**src/verilog/drc_pkg.sv**
```systemverilog
// Shared constants and types for the drive run/stop control block
package drc_pkg;
    // Data widths
    localparam int SPD_W = 16;
    localparam int ADDR_W = 3;
    localparam int DATA_W = 16;
    localparam int SHIFT_W = 4;

    // Timing: clock period and derived cycle counts
    localparam int CLK_PERIOD_PS = 5000;
    localparam int RAMP_TICK_NS = 1000;
    localparam int RAMP_TICK_CYC = (RAMP_TICK_NS * 1000) / CLK_PERIOD_PS;
    localparam int GATE_TIME_US = 1000;
    localparam int GATE_CYC = (GATE_TIME_US * 1000000) / CLK_PERIOD_PS;

    // Ratio is fixed point, 1.000 equals one shifted left by this
    localparam int RATIO_FRAC = 12;

    // Register offsets
    localparam logic [ADDR_W-1:0] ADDR_SETPOINT = 3'h0;
    localparam logic [ADDR_W-1:0] ADDR_RATIO = 3'h1;
    localparam logic [ADDR_W-1:0] ADDR_JOG_SPEED = 3'h2;
    localparam logic [ADDR_W-1:0] ADDR_ACCEL = 3'h3;
    localparam logic [ADDR_W-1:0] ADDR_DECEL = 3'h4;
    localparam logic [ADDR_W-1:0] ADDR_GAIN = 3'h5;
    localparam logic [ADDR_W-1:0] ADDR_STATUS = 3'h6;
    localparam logic [ADDR_W-1:0] ADDR_MEAS = 3'h7;

    // Reset values
    localparam logic [DATA_W-1:0] RST_SETPOINT = 16'h0000;
    localparam logic [DATA_W-1:0] RST_RATIO = 16'h1000;
    localparam logic [DATA_W-1:0] RST_JOG_SPEED = 16'h0000;
    localparam logic [DATA_W-1:0] RST_ACCEL = 16'h0001;
    localparam logic [DATA_W-1:0] RST_DECEL = 16'h0001;
    localparam logic [SHIFT_W-1:0] RST_GAIN = 4'h4;

    // Run/stop states
    typedef enum logic [2:0] {ST_IDLE, ST_RUN, ST_JOG, ST_RSTOP, ST_FSTOP} drc_state_t;

    // Operator contacts, 1 means closed
    typedef struct packed {
        logic run;
        logic rstop_closed;
        logic fstop_closed;
        logic jog;
        logic closed_loop;
        logic follower;
        logic ramp_inhibit;
    } drc_contacts_t;

    // Condition flags shown to the outside
    typedef struct packed {
        logic running;
        logic ramp_stop;
        logic fast_stop;
        logic jogging;
    } drc_status_t;
endpackage

```
**src/verilog/drc_run_stop_ctrl.sv**
```systemverilog
// Run/stop latching, speed ramp, speed measurement and loop control of a DC drive
//
// What this block does
// - A closing run contact puts the drive into the running condition when both stops are closed.
// - The run condition is held internally after the run contact opens again.
// - An opened ramped stop contact ramps the speed reference down to zero at the decel rate.
// - The ramped stop is held internally until the ramp has reached zero and the ramped stop contact is closed again.
// - An opened fast stop contact forces the speed reference and drive output to zero at once.
// - The fast stop is held internally until both stop contacts are closed again.
// - Running or jogging may start only while both stop contacts are closed.
// - While the jog contact is closed the drive runs at the jog speed, except in the run condition, which takes the commanded speed.
// - Jog is not held; it ends as soon as the jog contact opens.
// - In closed loop the drive output is steered to bring reference minus feedback to zero.
// - In open loop the drive output follows the reference alone and ignores feedback.
// - In follower format the commanded speed is the reference frequency times the ratio.
// - Motor speed is the pulse count of the feedback input over a fixed gate time.
// - A fast stop zeroes the output even while ramping is inhibited.
//
// Added by the designer: strobed register access and the placing of the registers.
`timescale 1ns/1ps
module drc_run_stop_ctrl
    import drc_pkg::*;
#(
    parameter int GATE_CYC_P = GATE_CYC,
    parameter int RAMP_TICK_P = RAMP_TICK_CYC
) (
    input wire logic core_clk_i,
    input wire logic rst_i,
    input wire drc_contacts_t ct_i,
    input wire logic fb_pulse_i,
    input wire logic ref_pulse_i,
    input wire logic [ADDR_W-1:0] addr_i,
    input wire logic [DATA_W-1:0] wdata_i,
    input wire logic wr_i,
    input wire logic rd_i,
    output logic [DATA_W-1:0] rdata_o,
    output logic [SPD_W-1:0] drive_o,
    output drc_status_t status_o
);
    localparam int GW = $clog2(GATE_CYC_P + 1);
    localparam int TW = $clog2(RAMP_TICK_P + 1);
    localparam logic [SPD_W-1:0] SPD_MAX = '1;

    drc_state_t state_q;
    logic run_prev_q;
    logic fb_prev_q;
    logic ref_prev_q;
    logic [GW-1:0] gate_q;
    logic [TW-1:0] tick_cnt_q;
    logic tick_q;
    logic [SPD_W-1:0] fb_cnt_q;
    logic [SPD_W-1:0] ref_cnt_q;
    logic [SPD_W-1:0] meas_q;
    logic [SPD_W-1:0] ref_freq_q;
    logic [SPD_W-1:0] cmd_q;
    logic [SPD_W-1:0] ramp_q;
    logic [SPD_W-1:0] drive_q;
    logic [SPD_W-1:0] target_c;
    logic [DATA_W-1:0] setpoint_q;
    logic [DATA_W-1:0] ratio_q;
    logic [DATA_W-1:0] jog_spd_q;
    logic [DATA_W-1:0] accel_q;
    logic [DATA_W-1:0] decel_q;
    logic [SHIFT_W-1:0] gain_q;
    logic both_closed;
    logic run_rise;
    logic fb_rise;
    logic ref_rise;
    logic gate_end;
    logic fstop_now;
    logic [2*SPD_W-1:0] prod;
    logic signed [SPD_W:0] err;
    logic signed [SPD_W:0] step;
    logic signed [SPD_W+1:0] acc;

    // Contact edges and the stop permissive
    assign both_closed = ct_i.rstop_closed & ct_i.fstop_closed;
    assign run_rise = ct_i.run & ~run_prev_q;
    assign fb_rise = fb_pulse_i & ~fb_prev_q;
    assign ref_rise = ref_pulse_i & ~ref_prev_q;
    assign gate_end = (gate_q == GW'(GATE_CYC_P - 1));
    assign fstop_now = ~ct_i.fstop_closed | (state_q == ST_FSTOP);

    // Saturating pulse counter step
    function automatic logic [SPD_W-1:0] cnt_next(input logic [SPD_W-1:0] c, input logic e, input logic clr);
        logic [SPD_W-1:0] base;
        base = clr ? '0 : c;
        if (e && base != SPD_MAX) begin
            cnt_next = base + SPD_W'(1);
        end else begin
            cnt_next = base;
        end
    endfunction

    // Previous contact and pulse levels for edge detection
    always_ff @(posedge core_clk_i) begin
        if (rst_i) begin
            run_prev_q <= 1'b0;
            fb_prev_q <= 1'b0;
            ref_prev_q <= 1'b0;
        end else begin
            run_prev_q <= ct_i.run;
            fb_prev_q <= fb_pulse_i;
            ref_prev_q <= ref_pulse_i;
        end
    end

    // Run/stop state: fast stop first, then ramped stop, then start requests
    always_ff @(posedge core_clk_i) begin
        if (rst_i) begin
            state_q <= ST_IDLE;
        end else if (!ct_i.fstop_closed) begin
            state_q <= ST_FSTOP;
        end else begin
            case (state_q)
                ST_IDLE: begin
                    if (!ct_i.rstop_closed) begin
                        state_q <= ST_RSTOP;
                    end else if (run_rise) begin
                        state_q <= ST_RUN;
                    end else if (ct_i.jog) begin
                        state_q <= ST_JOG;
                    end
                end
                ST_RUN: begin
                    // Run stays latched without the contact
                    if (!ct_i.rstop_closed) begin
                        state_q <= ST_RSTOP;
                    end
                end
                ST_JOG: begin
                    if (!ct_i.rstop_closed) begin
                        state_q <= ST_RSTOP;
                    end else if (!ct_i.jog) begin
                        state_q <= ST_IDLE;
                    end else if (run_rise) begin
                        state_q <= ST_RUN;
                    end
                end
                ST_RSTOP: begin
                    // Held until the ramp is done, even if the contact recloses
                    if (ramp_q == '0 && ct_i.rstop_closed) begin
                        state_q <= ST_IDLE;
                    end
                end
                ST_FSTOP: begin
                    if (both_closed) begin
                        state_q <= ST_IDLE;
                    end
                end
                default: begin
                    state_q <= ST_IDLE;
                end
            endcase
        end
    end

    // Ramp time base
    always_ff @(posedge core_clk_i) begin
        if (rst_i) begin
            tick_cnt_q <= '0;
            tick_q <= 1'b0;
        end else if (tick_cnt_q == TW'(RAMP_TICK_P - 1)) begin
            tick_cnt_q <= '0;
            tick_q <= 1'b1;
        end else begin
            tick_cnt_q <= tick_cnt_q + TW'(1);
            tick_q <= 1'b0;
        end
    end

    // Feedback and reference pulses counted over one gate time
    always_ff @(posedge core_clk_i) begin
        if (rst_i) begin
            gate_q <= '0;
            fb_cnt_q <= '0;
            ref_cnt_q <= '0;
            meas_q <= '0;
            ref_freq_q <= '0;
        end else begin
            gate_q <= gate_end ? '0 : gate_q + GW'(1);
            // Edge in the closing cycle is counted in the next window
            fb_cnt_q <= cnt_next(fb_cnt_q, fb_rise, gate_end);
            ref_cnt_q <= cnt_next(ref_cnt_q, ref_rise, gate_end);
            if (gate_end) begin
                meas_q <= fb_cnt_q;
                ref_freq_q <= ref_cnt_q;
            end
        end
    end

    // Commanded speed from setpoint or from scaled lead frequency
    assign prod = (2*SPD_W)'(ref_freq_q) * (2*SPD_W)'(ratio_q);
    always_ff @(posedge core_clk_i) begin
        if (rst_i) begin
            cmd_q <= '0;
        end else if (!ct_i.follower) begin
            cmd_q <= setpoint_q;
        end else if (prod[2*SPD_W-1:RATIO_FRAC+SPD_W] != '0) begin
            cmd_q <= SPD_MAX; // Saturate rather than wrap on overrange
        end else begin
            cmd_q <= prod[RATIO_FRAC+:SPD_W];
        end
    end

    // Ramp target depends on the condition
    always_comb begin
        case (state_q)
            ST_RUN: target_c = cmd_q;
            ST_JOG: target_c = jog_spd_q;
            default: target_c = '0;
        endcase
    end

    // Speed ramp, frozen by the inhibit input except under fast stop
    always_ff @(posedge core_clk_i) begin
        if (rst_i) begin
            ramp_q <= '0;
        end else if (fstop_now) begin
            ramp_q <= '0;
        end else if (tick_q && !ct_i.ramp_inhibit) begin
            if (target_c > ramp_q) begin
                ramp_q <= (target_c - ramp_q > accel_q) ? ramp_q + accel_q : target_c;
            end else if (target_c < ramp_q) begin
                ramp_q <= (ramp_q - target_c > decel_q) ? ramp_q - decel_q : target_c;
            end
        end
    end

    // Integral correction step, never zero while an error exists
    assign err = $signed({1'b0, ramp_q}) - $signed({1'b0, meas_q});
    always_comb begin
        step = err >>> gain_q;
        if (step == '0 && err != '0) begin
            step = err[SPD_W] ? -(SPD_W+1)'(1) : (SPD_W+1)'(1);
        end
    end
    assign acc = $signed({2'b00, drive_q}) + (SPD_W+2)'(step);

    // Drive output
    always_ff @(posedge core_clk_i) begin
        if (rst_i) begin
            drive_q <= '0;
        end else if (fstop_now) begin
            drive_q <= '0;
        end else if (!ct_i.closed_loop) begin
            drive_q <= ramp_q;
        end else if (state_q == ST_IDLE && ramp_q == '0) begin
            drive_q <= '0;
        end else if (acc < 0) begin
            drive_q <= '0;
        end else if (acc > $signed({2'b00, SPD_MAX})) begin
            drive_q <= SPD_MAX;
        end else begin
            drive_q <= acc[SPD_W-1:0];
        end
    end

    // Software writes to the configuration registers
    always_ff @(posedge core_clk_i) begin
        if (rst_i) begin
            setpoint_q <= RST_SETPOINT;
            ratio_q <= RST_RATIO;
            jog_spd_q <= RST_JOG_SPEED;
            accel_q <= RST_ACCEL;
            decel_q <= RST_DECEL;
            gain_q <= RST_GAIN;
        end else if (wr_i) begin
            case (addr_i)
                ADDR_SETPOINT: setpoint_q <= wdata_i;
                ADDR_RATIO: ratio_q <= wdata_i;
                ADDR_JOG_SPEED: jog_spd_q <= wdata_i;
                ADDR_ACCEL: accel_q <= wdata_i;
                ADDR_DECEL: decel_q <= wdata_i;
                ADDR_GAIN: gain_q <= wdata_i[SHIFT_W-1:0];
                default: begin
                end
            endcase
        end
    end

    // Read data stands only in the cycle after the strobe
    always_ff @(posedge core_clk_i) begin
        if (rst_i || !rd_i) begin
            rdata_o <= '0;
        end else begin
            case (addr_i)
                ADDR_SETPOINT: rdata_o <= setpoint_q;
                ADDR_RATIO: rdata_o <= ratio_q;
                ADDR_JOG_SPEED: rdata_o <= jog_spd_q;
                ADDR_ACCEL: rdata_o <= accel_q;
                ADDR_DECEL: rdata_o <= decel_q;
                ADDR_GAIN: rdata_o <= {{(DATA_W-SHIFT_W){1'b0}}, gain_q};
                ADDR_STATUS: rdata_o <= {{(DATA_W-7){1'b0}}, status_o, state_q};
                ADDR_MEAS: rdata_o <= meas_q;
                default: rdata_o <= '0;
            endcase
        end
    end

    // Output flags registered from the current state, one cycle behind it
    always_ff @(posedge core_clk_i) begin
        if (rst_i) begin
            status_o <= '0;
        end else begin
            status_o.running <= (state_q == ST_RUN);
            status_o.ramp_stop <= (state_q == ST_RSTOP);
            status_o.fast_stop <= (state_q == ST_FSTOP);
            status_o.jogging <= (state_q == ST_JOG);
        end
    end

    assign drive_o = drive_q;
endmodule

```
**config.mk**
```make
export PLATFORM = sky130hd
export DESIGN_NAME = drc_run_stop_ctrl
export DESIGN_NICKNAME = d
export VERILOG_FILES = /design/src/verilog/drc_pkg.sv /design/src/verilog/drc_run_stop_ctrl.sv
export SDC_FILE = /design/constraint.sdc
export NUM_CORES = 1
export LEC_CHECK = 0
export BUFFER_PORTS_ARGS = -buffer_cell sky130_fd_sc_hd__buf_2
export CAP_MARGIN = 5
export CORE_ASPECT_RATIO = 1.5
export CORE_MARGIN = 2
export CORE_UTILIZATION = 60
export DETAILED_ROUTE_END_ITERATION = 8
export PLACE_DENSITY = 0.79
export REMOVE_ABC_BUFFERS = 1
export SYNTH_ARGS = -nofsm -noshare
export SYNTH_HDL_FRONTEND = slang
export SYNTH_SLANG_ARGS = --single-unit
```
**constraint.sdc**
```tcl
create_clock -name core_clk_i -period 16.5 [get_ports core_clk_i]
set_input_delay 1.65 -clock core_clk_i [delete_from_list [all_inputs] [get_ports core_clk_i]]
set_output_delay 1.65 -clock core_clk_i [all_outputs]
set_load 0.02 [all_outputs]
```
==> results.cfg, run 1 <==
[min_path]
min-delay-start = tick_cnt_q[0]$_SDFF_PP0_
hold_path_class = register to register
min_to = tick_cnt_q[0]$_SDFF_PP0_
hold_depth = 1

[detailed_routing]
vias_per_cell = 6.27
wl_per_cell_um = 22.1
drt_first_pass_iters = 6
first_iter_violations = 1894
wl_mm = 78.8
vias = 22329
drc = 0
ant_nets = 0

[timing]
period_share_pct = 46.3
period_minus_slack_ps = 7640
finalHoldViolCount = 0
rsz0062_at_grt = no
slew_headroom_pct = 18.5
setup_viol = 0
max_slew.worst_pin.slew_ps = 1220
finClkSkew_ps = 18.3
slew_violations = 0
fmax_mhz = 131
finalSetupTns_ps = 0

[finish]
n_fill_cell = 3479
nets = 3498
antenna_cells = 0
final_common_cell = nand2_1
drive_gt1_share_pct = 6.25
final_cell_mix = nand2_1 (500), inv_1 (351), dfxtp_1 (249), a21oi_1 (248), ha_1 (232)
areaGrowthSynthToFinish_pct = 5.66
fin_area_um2 = 26000

[placed_design]
port_buffers = 67
hpwl_mm = 62.5
place_area_um2 = 25100
place_congestion = 1.05

[grt]
track_usage_pct = 37.0
grt_pass1_wl_mm = 122
grt_max_degree = 76
grt_pass1_vias = 22764
antenna_found_initial = 0
overflow = 0

[floorplanning]
die-width_um = 169
core_area_um2 = 40300
die_area_um2 = 42600
initial_core_util_pct = 60.9
io_pins = 68
rows = 90
die_height_um = 252

[worst_setup_path]
crit_type = register to register
r2r.worst_path.cells = 25
crit_path_max_fanout = 19
r2r_end = ramp_q[14]$_SDFFE_PP0P_
worst-r2r-setup-slack_ps = 8860
crit_path_start_kind = register
reg2reg_from = state_q[2]$_SDFFE_PP0P_
worstSetupEndpointType = register
critPathArrivalTime_ps = 8030
crit_required_ps = 16890

[cts]
cts_resized = 0
htree_levels = 1
root_buffer = clkbuf_16
cts_tree = done
clock_sinks = 249
cts_buffer_depth = 3
post_cts_buffers = 0
cts_hold_buf = 0
insertion_delay_ps = 570
path_clk_slew_ps = 70
cts_made_buffers = 26

[logic_synthesis]
synth_edf_count = 0
synth_async_sr_flop_share_pct = 0
synthCells = 3079
synth_cell_types = 92
ys.flop_type = dfxtp_1
yosysWarningCount = 0
ys_seq_area_share_pct = 20.3
ys_seq_elements = 249
synth_area_um2 = 24600
synth_area_per_cell_um2 = 7.98

[run_status]
status = complete, no violations

[pwr]
power.leakage_nw = 11.4
power-per-cell-area_nw_per_um2 = 56.0
ir_drop_v = 0.0000800

[job]
drv_cap = 0
worst max-delay path: stages (launching register included):
cell and delay, ps:
dfxtp_1 570, nor3b_2 90, buf_4 210, a22oi_1 440, inv_1 170, ha_1 360, nor2b_1 150, o21ai_0 240
a21boi_0 170, o21ai_0 280, a21boi_0 180, o21ai_0 270, a21oi_1 170, o41ai_1 790, o21ai_0 380, xor2_1 230
ha_1 320, nand4_1 80, nor2_1 80, and3_1 210, o21bai_1 170, o21bai_1 220, a21oi_2 810, nor2_2 360
a221oi_1 410, a221oi_1 120
cell families after synthesis:
group                    count (synthesis)  synth area share, %
AO/OA/AOI/OAI                          613                 16.3
AND/OR/NAND/NOR                       1107                 20.7
flip-flops                             249                 20.3
multiplexers                            39                 2.07
adder cells (fa/ha/maj)                431                 28.0
XOR/XNOR                               130                 4.70
buffers and inverters                  510                 7.97
layout make-up:
type | count | area, um2 | area share, %
sequential | 249 | 4980 | 19.2
timing repair buffer | 86 | 480 | 1.85
clock buffer | 34 | 762 | 2.94
inverter | 352 | 1320 | 5.09
multi-input combinational | 2320 | 17600 | 68.0
tap | 506 | 633 | 2.44
clock inverter | 13 | 134 | 0.516
report_power, final:
part,internal (mW),switching (mW)
clock,0.358,0.266
sequential,0.612,0.0145
combinational,0.0691,0.135
total,1.04,0.416
sequential cells by signal (all words and copies together), names as in the netlist, 8 cells and up:
register	flops
gate_q	18
accel_q	16
cmd_q	16
decel_q	16
drive_o	16
fb_cnt_q	16
jog_spd_q	16
meas_q	16
ramp_q	16
ratio_q	16
rdata_o	16
ref_cnt_q	16
ref_freq_q	16
setpoint_q	16
tick_cnt_q	8
Yosys cell counts (all sizes together), types with 10 or more instances:
master  instances  area [um2]
nand2         500        1880
inv           352        1320
a21oi         253        1300
dfxtp         249        4980
ha            232        2900
nor2          220         828
fa            199        3980
clkbuf        129         487
and2          107         669
o21ai          95         490
xnor2          74         663
xor2           56         490
nand3          52         260
nor3           45         246
a221oi         37         324
nand2b         37         231
a211oi         30         225
a21o           30         225
buf            29         150
nand4          29         181
and3           27         169
a22oi          26         200
nor2b          24         150
o21a           24         180
or3            20         130
mux2i          16         160
mux2           15         169
nor4           14        87.6
a21boi         12        90.1
o211ai         11        82.6
o21bai         10        78.8
through the flow:
stage | instances | power [mW] | hold WS, ps | worst slack (ps) | utilization, %
3_5_place_dp | 3513 | 0.838 | 439 | 9160 | 62.2
6_report | 3560 | 1.45 | 441 | 8860 | 64.4
4_1_cts | 3560 | 1.45 | 449 | 9090 | 64.4
5_1_grt | 3560 | 1.49 | 473 | 8380 | 64.4
2_1_floorplan | 2921 | 0.756 | 413 | 10190 | -
3_3_place_gp | 3513 | 0.834 | 430 | 9130 | 62.2
per-layer routing:
metal  part of all wire, %  routed length [um]  vias up  track usage, %
met5                     0                   0        -               0
met4                    11                8340        0            32.6
met3                   6.5                5080      429            5.22
met2                    50               39800     1082            66.6
met1                    32               25600    10663            36.9
li1                      -                   -    10155               -
worst max path at each step:
stage                                 start                      end  slack, ps  depth (start not counted)
floorplan           state_q[1]$_SDFFE_PP0P_  ramp_q[10]$_SDFFE_PP0P_      10190                         25
global placement    state_q[2]$_SDFFE_PP0P_  ramp_q[11]$_SDFFE_PP0P_       9130                         25
detailed placement  state_q[1]$_SDFFE_PP0P_  ramp_q[11]$_SDFFE_PP0P_       9160                         25
CTS                 state_q[1]$_SDFFE_PP0P_  ramp_q[12]$_SDFFE_PP0P_       9090                         25
global route        state_q[2]$_SDFFE_PP0P_  ramp_q[12]$_SDFFE_PP0P_       8380                         25
finish              state_q[2]$_SDFFE_PP0P_  ramp_q[14]$_SDFFE_PP0P_       8860                         25
No activity file was read; power rests on OpenSTA's default activity.
==> run 2: changes to the inputs <==
- ABC_AREA: not set -> 1
- CORE_UTILIZATION: 60 -> 59
- PLACE_DENSITY: 0.79 -> 0.81
- clock period: 16.5 -> 6.5 ns (I/O delays scaled with it)
==> results.cfg, run 2 <==
[run_status]
status = complete, no violations

[timing]
setup_viol = 0
max_slew.worst_pin.slew_ps = 1060
fmax_mhz = 160
finalHoldViolCount = 0
fin_ws_ps = 264
rsz0062_at_grt = no
slew_headroom_pct = 27.3
fin_worst_hold_slack_ps = 285
finClkSkew_ps = 30.9
finalSetupTns_ps = 0
period_minus_slack_ps = 6240
slew_violations = 0
period_share_pct = 95.9

[logic_synthesis]
ys_seq_area_share_pct = 19.2
synth_cell_types = 56
synth.most_common_cell = nand2_1
synth_async_sr_flop_share_pct = 0
ys_seq_elements = 249
synthCells = 3771
ys.flop_type = dfxtp_1
yosys.area_share.xor_xnor_pct = 3.64
synth_edf_count = 0
synthSimpleGateAreaFrac_pct = 22.7
synth_compound_area_share_pct = 14.8
synth_top_family_by_area = adder cells
synth_area_leader_cell = dfxtp_1
synth_area_um2 = 26000
synth_area_per_cell_um2 = 6.89
yosysWarningCount = 0
yosys-top-cells-area = dfxtp_1 (19%), fa_1 (15%), nand2_1 (12%)
synth_top_cell_area_share_pct = 19.2
synthAdderAreaFrac_pct = 26.5
synth.area.mux_share_pct = 0
synthTopCellsByCount = nand2_1 (835), inv_1 (717), a21oi_1 (318), dfxtp_1 (249), nor2_1 (239)

[placed_design]
place_area_um2 = 26800
port_buffers = 67
dpl_worst_slack_ps = 293
place_congestion = 1.01
hpwl_mm = 64.2
placedCellCount = 4315

[grt]
grt_pass1_wl_mm = 126
grt_pass1_vias = 25006
use_met2_pct = 62.8
top_usage_layer = met2
grt_use_met1_pct = 36.6
track_usage_pct = 34.8
antenna_found_initial = 3
overflow = 0
grt_max_degree = 86
grt_use_met3_pct = 4.27

[floorplanning]
die-width_um = 175
rows = 94
die_height_um = 261
initial_core_util_pct = 59.5
io_pins = 68
core_area_um2 = 43600
die_area_um2 = 45800

[detailed_routing]
ant_nets = 0
vias = 24775
drt_first_pass_iters = 9
vias_per_cell = 5.68
wl_mm = 78.7
wl_per_cell_um = 18.0
first_iter_violations = 1874
drc = 0

[cts]
htree_levels = 1
cts_tree = done
cts_buffer_depth = 3
path_clk_slew_ps = 60
root_buffer = clkbuf_16
insertion_delay_ps = 580
cts_made_buffers = 26
clock_sinks = 249

[finish]
final_common_cell = nand2_1
fin_area_um2 = 27800
largest_reg_flops = 18
regArea_um2 = 5000
areaGrowthSynthToFinish_pct = 6.83
fin_cells = 4365
multi_input_area_um2 = 17600
drive_gt1_share_pct = 6.00
final_cell_mix = nand2_1 (835), inv_1 (716), a21oi_1 (318), nor2_1 (239), dfxtp_1 (235)
utilization_pct = 63.6
largest_register = gate_q
nets = 4230
n_fill_cell = 4014

[worst_setup_path]
crit_path_top_delay_cell = dfxtp_1
crit_path_max_fanout = 16
critPathArrivalTime_ps = 6690
crit_type = register to register
path_buf_inv = 9
crit_family = adder cells
worstSetupEndpointType = register
crit_required_ps = 6960
crit_path_start_kind = register
critPathMaxStageDelay_ps = 660

[min_path]
hold_path_class = input port to register

[pwr]
finalPower_mw = 4.04
power.leakage_nw = 13.9
power-per-cell-area_nw_per_um2 = 146
ir_drop_v = 0.000180

[job]
drv_cap = 0
[run 2: cell types whose count changed in the layout (fill, tap and decap cells not counted), moves of 35 or more]
cell	before	now
buf_4	20	58
nand2b_1	37	0
nand2_1	500	835
nand3_1	52	207
o22ai_1	7	45
xnor2_1	72	37
inv_1	351	716
o21ai_0	92	182
a21oi_1	248	318
and2_1	107	2
[run 2: cell type report]
| type | count | area share, % |
|---|---|---|
| multi-input combinational | 2630 | 63.4 |
| antenna | 3 | 0.0271 |
| timing repair buffer | 125 | 2.78 |
| clock inverter | 15 | 0.658 |
| inverter | 735 | 9.95 |
| clock buffer | 32 | 2.57 |
| sequential | 249 | 18.0 |
| tap | 576 | 2.60 |
[run 2: worst paths after layout]
check                                  start  slack, ps  depth (start not counted)                     to
setup / recovery  ref_freq_q[3]$_SDFFE_PP0P_        260                         28   cmd_q[11]$_SDFF_PP0_
hold / removal                       ct_i[6]        290                          3  run_prev_q$_SDFF_PP0_
setup reg to reg  ref_freq_q[3]$_SDFFE_PP0P_        260                         28   cmd_q[11]$_SDFF_PP0_
hold reg to reg         gate_q[0]$_SDFF_PP0_        450                          1   gate_q[0]$_SDFF_PP0_
[run 2: routing by layer]
layer	vias up	part of all wire (%)	wire, um
met1	11484	35	27400
met2	973	50	39200
met3	325	6.3	4980
li1	11993	-	-
met4	0	9.0	7070
met5	-	0	0
[run 2: cells by family after synthesis]
family,count (synthesis)
adder cells (fa/ha/maj),431
XOR/XNOR,108
flip-flops,249
AO/OA/AOI/OAI,679
buffers and inverters,892
AND/OR/NAND/NOR,1412
[run 2: tightest hold or removal path: cells and delay by family]
family	cells	cell delay, ps
buffers and inverters	2	120
AND/OR/NAND/NOR	1	70
[run 2: power breakdown]
group	switching [mW]	internal [mW]
Combinational	0.575	0.287
Clock	0.685	0.904
Sequential	0.0307	1.56
Total	1.29	2.75
[run 2: repair_timing]
item / in CTS / in global routing
hold buffers: 0 / 0
resized for setup: 0 / 17
setup buffers: 0 / 0
endpoints found under the setup margin: 0 / 16
